### config.mk
export PLATFORM = sky130hd
export DESIGN_NAME = rtca_alarm_regs
export DESIGN_NICKNAME = d
export VERILOG_FILES = /design/src/shared/rtca_pkg.sv /design/src/core/rtca_dow_select.sv /design/src/core/rtca_time_cmp.sv /design/src/core/rtca_alarm_regs.sv
export SDC_FILE = /design/constraint.sdc
export NUM_CORES = 1
export LEC_CHECK = 0
export ABC_AREA = 1
export ABC_CLOCK_PERIOD_IN_PS = 2200
export BUFFER_PORTS_ARGS = -buffer_cell sky130_fd_sc_hd__buf_2
export CELL_PAD_IN_SITES_DETAIL_PLACEMENT = 1
export CELL_PAD_IN_SITES_GLOBAL_PLACEMENT = 2
export CORE_ASPECT_RATIO = 0.9
export CORE_UTILIZATION = 33
export DETAILED_ROUTE_END_ITERATION = 10
export PLACE_DENSITY = 0.93
export SYNTH_ARGS = -nofsm -noshare
export SYNTH_HDL_FRONTEND = slang
export SYNTH_SLANG_ARGS = --single-unit
### constraint.sdc
create_clock -name core_clk -period 2.2 [get_ports core_clk]
set_clock_uncertainty 0.1 [all_clocks]
set_input_delay 0.22 -clock core_clk [delete_from_list [all_inputs] [get_ports core_clk]]
set_output_delay 0.22 -clock core_clk [all_outputs]
set_load 0.03 [all_outputs]
### src/shared/rtca_pkg.sv
/*
 * Package of the alarm compare register block: register addresses,
 * writable bit masks, reset values and the packed carriers.
 * Assumes a 4-bit register address from the serial front end.
 */
package rtca_pkg;

    // Register addresses on the internal register port
    localparam logic [3:0] RTCA_ADDR_WK_MIN = 4'h8;
    localparam logic [3:0] RTCA_ADDR_WK_HOUR = 4'h9;
    localparam logic [3:0] RTCA_ADDR_WK_DOW = 4'hA;
    localparam logic [3:0] RTCA_ADDR_DY_MIN = 4'hB;
    localparam logic [3:0] RTCA_ADDR_DY_HOUR = 4'hC;

    // Writable bits; all others read as zero
    localparam logic [7:0] RTCA_MASK_MIN = 8'h7F;
    localparam logic [7:0] RTCA_MASK_HOUR = 8'h3F;
    localparam logic [7:0] RTCA_MASK_DOW = 8'h7F;

    // Field layout
    localparam int RTCA_DAYS = 7;
    localparam int RTCA_PM_POS = 5;

    // Value after reset (content is undefined by nature, zero chosen)
    localparam logic [7:0] RTCA_RST_VAL = 8'h00;
    localparam logic [4:0] RTCA_RST_WRITTEN = 5'h00;
    localparam logic [4:0] RTCA_ALL_WRITTEN = 5'h1F;

    // Written-register bookkeeping positions
    localparam int RTCA_W_WK_MIN = 0;
    localparam int RTCA_W_WK_HOUR = 1;
    localparam int RTCA_W_WK_DOW = 2;
    localparam int RTCA_W_DY_MIN = 3;
    localparam int RTCA_W_DY_HOUR = 4;

    // Current time from the time and calendar counters
    typedef struct packed {
        logic [2:0] dow_counter;
        logic [5:0] hour;
        logic [6:0] minute;
    } rtca_time_t;

    // One access on the register port
    typedef struct packed {
        logic wr;
        logic rd;
        logic [3:0] addr;
        logic [7:0] data;
    } rtca_access_t;

    // Stored alarm times
    typedef struct packed {
        logic [6:0] weekday_sel;
        logic [5:0] weekly_hour;
        logic [6:0] weekly_minute;
        logic [5:0] daily_hour;
        logic [6:0] daily_minute;
    } rtca_alarm_t;

    // Whole state of the register block
    typedef struct packed {
        rtca_alarm_t alarm;
        logic [4:0] written;
        logic mode_24h_seen;
        logic weekly_mode_stale;
        logic daily_mode_stale;
        logic [7:0] rdata;
        logic weekly_match;
        logic daily_match;
        logic weekly_event;
        logic daily_event;
        logic weekly_valid;
        logic daily_valid;
        logic weekly_pm;
        logic daily_pm;
    } rtca_state_t;

endpackage : rtca_pkg

### src/core/rtca_dow_select.sv
/*
 * Weekday select of the weekly alarm: picks the select bit that
 * belongs to the current day-of-week counter value.
 * Assumes the counter is stable for the cycle it is sampled in.
 */
`timescale 1ns/1ps
module rtca_dow_select
    import rtca_pkg::*;
(
    // Stored select bits and counter
    input wire logic [6:0] weekday_sel,
    input wire logic [2:0] dow_counter,
    // Result
    output logic day_hit
);

    logic [RTCA_DAYS-1:0] per_day;

    // One term per weekday; counter 111 owns no bit and never hits
    genvar gi;
    generate
        for (gi = 0; gi < RTCA_DAYS; gi++) begin : g_day
            assign per_day[gi] = weekday_sel[gi] && (dow_counter == 3'(gi));
        end
    endgenerate

    // All-zero select gives no hit at all
    assign day_hit = |per_day;

endmodule : rtca_dow_select

### src/core/rtca_time_cmp.sv
/*
 * Hour and minute equality of one alarm against the time counters.
 * Assumes both sides use the same 12/24-hour encoding.
 */
`timescale 1ns/1ps
module rtca_time_cmp
    import rtca_pkg::*;
(
    // Stored alarm time
    input wire logic [5:0] alarm_hour,
    input wire logic [6:0] alarm_minute,
    // Current time
    input wire logic [5:0] cur_hour,
    input wire logic [6:0] cur_minute,
    // Result
    output logic time_hit
);

    // Raw BCD compare: bit 5 is PM or tens-20 alike on both sides
    assign time_hit = (alarm_hour == cur_hour) && (alarm_minute == cur_minute);

endmodule : rtca_time_cmp

### src/core/rtca_alarm_regs.sv
/*
 * Weekly and daily alarm setting registers with their compare logic.
 * Holds weekly minute, hour and weekday select, daily minute and hour,
 * reachable on the internal register port behind the serial interface.
 *
 * Register map on the port; bits outside each field read zero:
 *   8h  weekly minute, bits 6..0, BCD
 *   9h  weekly hour, bits 5..0, BCD, bit 5 is PM or tens-20
 *   Ah  weekday select, bits 6..0, one bit per day counter value
 *   Bh  daily minute, bits 6..0, BCD
 *   Ch  daily hour, bits 5..0, BCD, bit 5 is PM or tens-20
 *   Other addresses read 00h and drop writes.
 *
 * 12-hour codes of an alarm hour: 12h is midnight, 01h..11h the
 * morning, 32h is noon and 21h..31h the afternoon; bit 5 flags PM.
 *
 * Timing: a write lands on the edge that samples its strobe; a read
 * returns its byte on that same edge and holds it until the next read.
 * A read and a write to one address in one cycle return the old byte.
 * Matches are registered levels, one edge behind the counters; each
 * event output pulses for one cycle on a rise of its match.
 *
 * Status: valid says that every register of an alarm was written
 * since reset or the last oscillator stop; stale says that the
 * 12/24-hour mode moved since that alarm's hour was last written;
 * pm shows hour bit 5 while in 12-hour mode.
 *
 * Limitations: matches are not gated by valid or stale, so software
 * must check both before it trusts an alarm; stored values survive an
 * oscillator stop but are then meaningless, and are zero after reset.
 * Counter value 7 owns no select bit and never gives a weekly match.
 *
 * Assumes the front end presents one-cycle write and read strobes and
 * that the time counters and 12/24-hour mode come from the core.
 */
// Contract
// - The weekday select register keeps seven bits 6..0; bit 7 is dropped and reads zero.
// - Select bit n belongs to day-of-week counter value n, for values 000 to 110.
// - With all seven select bits clear the weekly alarm never matches.
// - Weekly hour bit 5 is the PM flag in 12-hour mode and the tens-20 bit in 24-hour mode.
// - Daily hour bit 5 is the PM flag in 12-hour mode and the tens-20 bit in 24-hour mode.
// - In 12-hour mode midnight is coded 12 and noon 32 in an alarm hour.
// - The daily minute register keeps a seven-bit BCD minute; bit 7 is dropped and reads zero.
// - The daily hour register keeps six bits 5..0; bits 7 and 6 are dropped and read zero.
// - After an oscillator stop the value bits are undefined; reserved bits still read zero.
// - The weekly minute register keeps a seven-bit BCD minute; bit 7 reads zero.
// - The weekly hour register keeps six bits 5..0; bits 7 and 6 read zero.
`timescale 1ns/1ps
module rtca_alarm_regs
    import rtca_pkg::*;
(
    // Clock and reset
    input wire logic core_clk,
    input wire logic rst_n,
    // Register port from the serial front end
    input wire logic reg_wr,
    input wire logic reg_rd,
    input wire logic [3:0] reg_addr,
    input wire logic [7:0] reg_wdata,
    output logic [7:0] reg_rdata,
    // Time and calendar counters
    input wire logic [2:0] dow_counter,
    input wire logic [5:0] cur_hour,
    input wire logic [6:0] cur_minute,
    input wire logic mode_24h,
    // Oscillation stop indication
    input wire logic osc_stop_flag,
    // Compare results
    output logic weekly_match,
    output logic daily_match,
    output logic weekly_event,
    output logic daily_event,
    // Status of the stored settings
    output logic weekly_valid,
    output logic daily_valid,
    output logic weekly_mode_stale,
    output logic daily_mode_stale,
    output logic weekly_pm,
    output logic daily_pm
);

    rtca_state_t state;
    rtca_state_t next_state;
    rtca_access_t acc;
    rtca_time_t now;
    logic weekly_day_hit;
    logic weekly_time_hit;
    logic daily_time_hit;

    // Bundle the port inputs
    assign acc = '{wr: reg_wr, rd: reg_rd, addr: reg_addr, data: reg_wdata};
    assign now = '{dow_counter: dow_counter, hour: cur_hour, minute: cur_minute};

    // Weekday part of the weekly alarm
    rtca_dow_select u_dow_select (
        .weekday_sel(state.alarm.weekday_sel),
        .dow_counter(now.dow_counter),
        .day_hit(weekly_day_hit)
    );

    // Hour and minute part of the weekly alarm
    rtca_time_cmp u_weekly_cmp (
        .alarm_hour(state.alarm.weekly_hour),
        .alarm_minute(state.alarm.weekly_minute),
        .cur_hour(now.hour),
        .cur_minute(now.minute),
        .time_hit(weekly_time_hit)
    );

    // Hour and minute of the daily alarm
    rtca_time_cmp u_daily_cmp (
        .alarm_hour(state.alarm.daily_hour),
        .alarm_minute(state.alarm.daily_minute),
        .cur_hour(now.hour),
        .cur_minute(now.minute),
        .time_hit(daily_time_hit)
    );

    // Next-state logic
    always_comb begin
        next_state = state;

        // Register writes; unused and reserved bits are masked off
        if (acc.wr) begin
            case (acc.addr)
                RTCA_ADDR_WK_MIN: begin
                    next_state.alarm.weekly_minute = 7'(acc.data & RTCA_MASK_MIN);
                    next_state.written[RTCA_W_WK_MIN] = 1'b1;
                end
                RTCA_ADDR_WK_HOUR: begin
                    next_state.alarm.weekly_hour = 6'(acc.data & RTCA_MASK_HOUR);
                    next_state.written[RTCA_W_WK_HOUR] = 1'b1;
                end
                RTCA_ADDR_WK_DOW: begin
                    next_state.alarm.weekday_sel = 7'(acc.data & RTCA_MASK_DOW);
                    next_state.written[RTCA_W_WK_DOW] = 1'b1;
                end
                RTCA_ADDR_DY_MIN: begin
                    next_state.alarm.daily_minute = 7'(acc.data & RTCA_MASK_MIN);
                    next_state.written[RTCA_W_DY_MIN] = 1'b1;
                end
                RTCA_ADDR_DY_HOUR: begin
                    next_state.alarm.daily_hour = 6'(acc.data & RTCA_MASK_HOUR);
                    next_state.written[RTCA_W_DY_HOUR] = 1'b1;
                end
                default: begin
                    next_state.written = state.written;
                end
            endcase
        end

        // Oscillator stop voids the settings; a write in the same cycle
        // still counts, but each cycle with the flag up clears every earlier mark
        if (osc_stop_flag) begin
            next_state.written = RTCA_RST_WRITTEN;
            if (acc.wr) begin
                case (acc.addr)
                    RTCA_ADDR_WK_MIN: next_state.written[RTCA_W_WK_MIN] = 1'b1;
                    RTCA_ADDR_WK_HOUR: next_state.written[RTCA_W_WK_HOUR] = 1'b1;
                    RTCA_ADDR_WK_DOW: next_state.written[RTCA_W_WK_DOW] = 1'b1;
                    RTCA_ADDR_DY_MIN: next_state.written[RTCA_W_DY_MIN] = 1'b1;
                    RTCA_ADDR_DY_HOUR: next_state.written[RTCA_W_DY_HOUR] = 1'b1;
                    default: next_state.written = RTCA_RST_WRITTEN;
                endcase
            end
        end

        // Register reads; bits above each field come back as zero
        if (acc.rd) begin
            case (acc.addr)
                RTCA_ADDR_WK_MIN: next_state.rdata = {1'b0, state.alarm.weekly_minute};
                RTCA_ADDR_WK_HOUR: next_state.rdata = {2'b00, state.alarm.weekly_hour};
                RTCA_ADDR_WK_DOW: next_state.rdata = {1'b0, state.alarm.weekday_sel};
                RTCA_ADDR_DY_MIN: next_state.rdata = {1'b0, state.alarm.daily_minute};
                RTCA_ADDR_DY_HOUR: next_state.rdata = {2'b00, state.alarm.daily_hour};
                default: next_state.rdata = RTCA_RST_VAL;
            endcase
        end

        // A mode change makes stored hours stale until rewritten; the
        // stale set wins over a hour write in the same cycle
        next_state.mode_24h_seen = mode_24h;
        if (acc.wr && acc.addr == RTCA_ADDR_WK_HOUR) begin
            next_state.weekly_mode_stale = 1'b0;
        end
        if (acc.wr && acc.addr == RTCA_ADDR_DY_HOUR) begin
            next_state.daily_mode_stale = 1'b0;
        end
        if (mode_24h != state.mode_24h_seen) begin
            next_state.weekly_mode_stale = 1'b1;
            next_state.daily_mode_stale = 1'b1;
        end

        // Bit 5 is PM only in 12-hour mode, tens-20 otherwise
        next_state.weekly_pm = !mode_24h && next_state.alarm.weekly_hour[RTCA_PM_POS];
        next_state.daily_pm = !mode_24h && next_state.alarm.daily_hour[RTCA_PM_POS];

        // Whole alarm considered loaded once each of its registers is
        next_state.weekly_valid = &next_state.written[RTCA_W_WK_DOW:RTCA_W_WK_MIN];
        next_state.daily_valid = &next_state.written[RTCA_W_DY_HOUR:RTCA_W_DY_MIN];

        // Compare against the counters; host keeps values legal, so
        // a non-existent setting merely never matches
        next_state.weekly_match = weekly_day_hit && weekly_time_hit;
        next_state.daily_match = daily_time_hit;

        // One pulse on each rise of a match
        next_state.weekly_event = next_state.weekly_match && !state.weekly_match;
        next_state.daily_event = next_state.daily_match && !state.daily_match;
    end

    // State register; synchronous reset
    always_ff @(posedge core_clk) begin
        if (!rst_n) begin
            state <= '0;
        end else begin
            state <= next_state;
        end
    end

    // Outputs straight from the state flops
    assign reg_rdata = state.rdata;
    assign weekly_match = state.weekly_match;
    assign daily_match = state.daily_match;
    assign weekly_event = state.weekly_event;
    assign daily_event = state.daily_event;
    assign weekly_valid = state.weekly_valid;
    assign daily_valid = state.daily_valid;
    assign weekly_mode_stale = state.weekly_mode_stale;
    assign daily_mode_stale = state.daily_mode_stale;
    assign weekly_pm = state.weekly_pm;
    assign daily_pm = state.daily_pm;

endmodule : rtca_alarm_regs

# Word level (Yosys, flattened, before mapping)
# Cells that the tools add are included.
# Widths: inputs -> output; s select.
# totals
register_bits,57
in_bits,34
out_inout_bits,18
elab_cells,87
# classes
eq_ne,16
n_mux,21
reduce_logical,30
# op_table
op,n
$pmux 7 s5,1
$mux 31,1
$eq 4x4->1 const B,5
$logic_and 1x1->1,16
$eq 7x7->1,2
$mux 7,2
$eq 6x6->1,2
$mux 1,12
$mux 6,2
$reduce_and 2->1,6
$mux 5,2
$eq 3x3->1 const B,3
$reduce_or 7->1,1
$eq 3x2->1 const B,2
$reduce_bool 2->1,2
$eq 3x1->1 const B,1
$logic_not 1->1,3
$logic_not 3->1,1
$reduce_and 3->1,1
$mux 2,1
$ne 1x1->1,1

# Depth between registers and ports, before layout
# logic_depth
depth_word,5
ltp_mapped,8
mapped_depth_nobuf,8

# Cells and area by module
# From an unflattened synthesis, not the netlist that was laid out.
# unflattened
cells_unflattened,445
hier_area_um2,2952.8
# modules_own_cells
module,n_inst,cells_per_inst,area_per_inst_um2,seq_area_each_um2
rtca_alarm_regs,1,316,2402.3,1121.1
rtca_time_cmp,2,55,232.7,0.0
rtca_dow_select,1,19,85.1,0.0

# Least setup slack after synthesis
# Ideal clock, no wire load.
# synth_path
kind,input port to flip-flop
start,input reg_addr[3]
end,register state[44] (netlist name)
setup_time_ns,0.119
arrival_ns,1.020
required_ns,1.981
setup_slack_ns,0.961
stages,6
n_path_buf,1
cell_sequence,inv_1 nor2_1 nand3_2 buf_6 o21ai_0 a21oi_1
# synth_via
elab_chain_len,2
# synth_rtl
item,line_no,rtl
"start, declared",rtca_alarm_regs.sv:58,"input wire logic [3:0] reg_addr,"
$eq 4x4->1,rtca_alarm_regs.sv:125,case (acc.addr)
$reduce_and 2->1 (no line),--,
"end signal, assigned",rtca_alarm_regs.sv:217,state <= next_state;
"end, declared",rtca_alarm_regs.sv:82,rtca_state_t state;
# No other way between the ends.
# A chain may end at the register's enable or synchronous reset.

# Final worst setup path
# layout_path
start,input reg_addr[0]
end,"register state, in the netlist weekly_pm"
# layout_via
elab_chain_len,4
# layout_rtl
item,line_no,rtl
$eq 4x4->1,rtca_alarm_regs.sv:125,
$mux 6,rtca_alarm_regs.sv:125,
$mux 31,rtca_alarm_regs.sv:124,if (acc.wr) begin
$logic_and 1x1->1,rtca_alarm_regs.sv:195,next_state.weekly_pm = !mode_24h && next_state.alarm.weekly_hour[RTCA_PM_POS];
# No other way between the ends.

==> results.toml <==
[worst_setup_path]
cp.arrival_ps = 1470
r2r_cells = 8
critical_path.cell_chain = "buf_2 > inv_2 > nor2_4 > nand3_2 > o21ai_0 > nor3_1"
critical_path.endpoint = "weekly_pm"
r2r-end = "weekly_event"
cp.required_ps = 2310
slowest_delay_ps = 330
crit_start = "reg_addr[0]"
cp_max_fo = 14
crit_slowest_cell = "nand3_2"
endpoint_kind = "register"
r2r_start = "state[46]"
path_class = "in2reg"
critPathLaunchType = "input port"
r2r_slack_ps = 920

[status]
outcome = "complete, no violations"

[clock_tree]
cts_setup_buffers = 0
cts_sinks = 56
ctsRootBufferMaster = "clkbuf_8"
postCtsHoldBufs = 0
cts.clk_slew.worst_paths_ps = 100
clk_path_buf_depth = 2
cts_tree = "yes"
cts_max_level = 2
clkLatencyLatePin_ps = 310
post_cts_resized = 0
numCtsBuffers = 5

[synth]
synth_cell_types = 30
synth-simple-area-share_pct = 28.6
synth_edf_count = 0
synth_top_area_cell = "dfxtp_1"
synth_area_um2 = 2810
yosys_warnings = 0
synthMuxAreaShare_pct = 0
ys.flop_type = "dfxtp_1"
ys_ff_latch = 56
ys_seq_area_share_pct = 39.9
synth_top_family_by_area = "simple AND/OR/NAND/NOR gates"
synth_common_cells = "nand2_1 (73), inv_1 (57), dfxtp_1 (56)"
async_reset_ff_share_pct = 0
avgSynthCellArea_um2 = 6.95
synthXorXnorAreaFrac_pct = 0.936
synth_top_cell_area_share_pct = 39.9
synth_most_common_cell = "nand2_1"
syn_inst = 404
synth_fa_ha_area_share_pct = 0
synth-compound-area-share_pct = 17.2
synth.area.top_cells = "dfxtp_1 (40%), nand2_1 (9.8%), nand3_1 (9.3%)"
synth_nets = 438

[power]
sequentialPowerShare_pct = 55.3
irDropWorstVdd_v = 0.000284
netSwitchingPower_uw = 532
power_density_nw_per_um2 = 601
p_leak_uw = 0.00136
p_clk_share_pct = 32.6
p_int_uw = 1360
combPwrFrac_pct = 12.1
p_sw_share_pct = 28.1

[placed_design]
place_area_um2 = 3050
routabilityCongestion = 0.855
place_hpwl_mm = 6.54
port_buffers = 49

[detailed_routing]
drc_errors = 0
wl_mm = 8.42
dr.pass1.iters = 4
vias = 2709
post_drt_wl_per_cell_um = 15.5
drt_iter0_markers = 126
viasPerCell = 5.00
ant_nets = 0

[grt]
busiest_layer = "met2"
grt_pass1_wl_mm = 13.7
antenna_found_initial = 0
gr-usage-met1_pct = 27.9
met3_usage_pct = 3.05
grt_use_total_pct = 20.2
use_met2_pct = 32.9
first_global_vias = 2657
grt_max_degree = 22
grt_overflow = 0

[floorplanning]
ios = 52
coreArea_um2 = 8150
die_w_um = 99.2
die_y_um = 89.5
fp.dieArea_um2 = 8880
initial_core_util_pct = 34.5
row_count = 31

[final_layout]
antennaDiodeCount = 0
nNetsFinal = 476
area_delta_synth_final_pct = 12.1
layout-drive-gt1-share_pct = 16.9
design_area_um2 = 3150

[sta]
fmax_mhz = 734
fin_crit_sh_pct = 61.9
slew_headroom_pct = 52.0
finalCriticalPeriod_ps = 1360
slew_viol_final = 0
hold_viol_final = 0
setup_viol = 0
finalSetupTns_ps = 0
rsz0062_at_grt = "false"
worst_pin_slew_ps = 719

[run]
cap_violations = 0

[hold_path]
min_path_type = "in2reg"
hold_depth = 2
final cells by class:
type / instances / area [um^2]
Multi-Input combinational cell: 268 / 1320
Timing Repair Buffer: 52 / 268
Clock buffer: 6 / 82.6
Sequential cell: 56 / 1120
Fill cell: 1075 / 5000
Inverter: 59 / 221
Clock inverter: 2 / 15.0
Tap cell: 99 / 124
critical path, delay by kind of cell:
| kind | cells | cell delay (ps) |
|---|---|---|
| AOI/OAI and AO/OA | 1 | 320 |
| buffers and inverters | 2 | 260 |
| and+or+nand+nor | 3 | 670 |
logic make-up (layout without fill, tap and decap cells):
kind of cell	Yosys count	count (layout)
compound gates	95	95
xor+xnor	3	3
buf+inv	80	119
flops	56	56
other cells	1	1
simple gates	169	169
metal layers:
layer  vias up  routed length, um
li1       1383                  -
met1      1264               4240
met2        52               3790
met3        10                251
met4         0                142
met5         -                  0
placed cells by master, fill, tap and decap left out, types with 2 or more instances in the layout:
cell type   instances
nand2_2             2
inv_1              57
clkbuf_8            6
o22ai_1             4
nor3_2              2
o21ai_1             2
dfxtp_1            56
nor3_1              2
nand3_2             2
nor2_4              2
buf_4               3
buf_2              49
nor3_4              2
xor2_1              2
inv_2               2
nand3_1            52
nand2_1            73
clkinvlp_4          2
o21ai_0            45
a21oi_1            43
nor2_1             27
sequential cells by signal (all words and copies together), names as in the netlist:
| register | cells |
|---|---|
| weekly_event | 1 |
| weekly_mode_stale | 1 |
| daily_pm | 1 |
| daily_match | 1 |
| daily_event | 1 |
| weekly_valid | 1 |
| reg_rdata | 7 |
| weekly_pm | 1 |
| weekly_match | 1 |
| daily_mode_stale | 1 |
| state | 39 |
| daily_valid | 1 |
how the worst min path moves through the flow:
stage	start	to
after global placement	weekly_match	weekly_event
after floorplan	mode_24h	daily_pm
after CTS	mode_24h	weekly_pm
after global routing	mode_24h	daily_pm
final	mode_24h	daily_pm
after detailed placement	daily_match	daily_event
through the flow:
step	setup slack, ps	hold slack (ps)	cells	power (uW)	util (%)
6_report	837	23.1	542	1890	38.6
5_1_grt	716	25.5	542	1980	38.6
4_1_cts	844	11.7	542	1910	38.6
3_5_place_dp	520	309	534	1300	37.4
3_3_place_gp	552	295	534	1290	37.4
2_1_floorplan	961	199	404	1200	-
power by group through the flow:
| stage | registers [uW] | clock network, uW | logic, uW |
|---|---|---|---|
| detailed placement | 1070 | 0 | 228 |
| CTS | 1050 | 634 | 230 |
| finish | 1050 | 616 | 228 |
| global placement | 1070 | 0 | 222 |
| global route | 1050 | 675 | 255 |
| floorplan | 1070 | 0 | 127 |
Note: power is estimated with default switching activity, not from simulation.
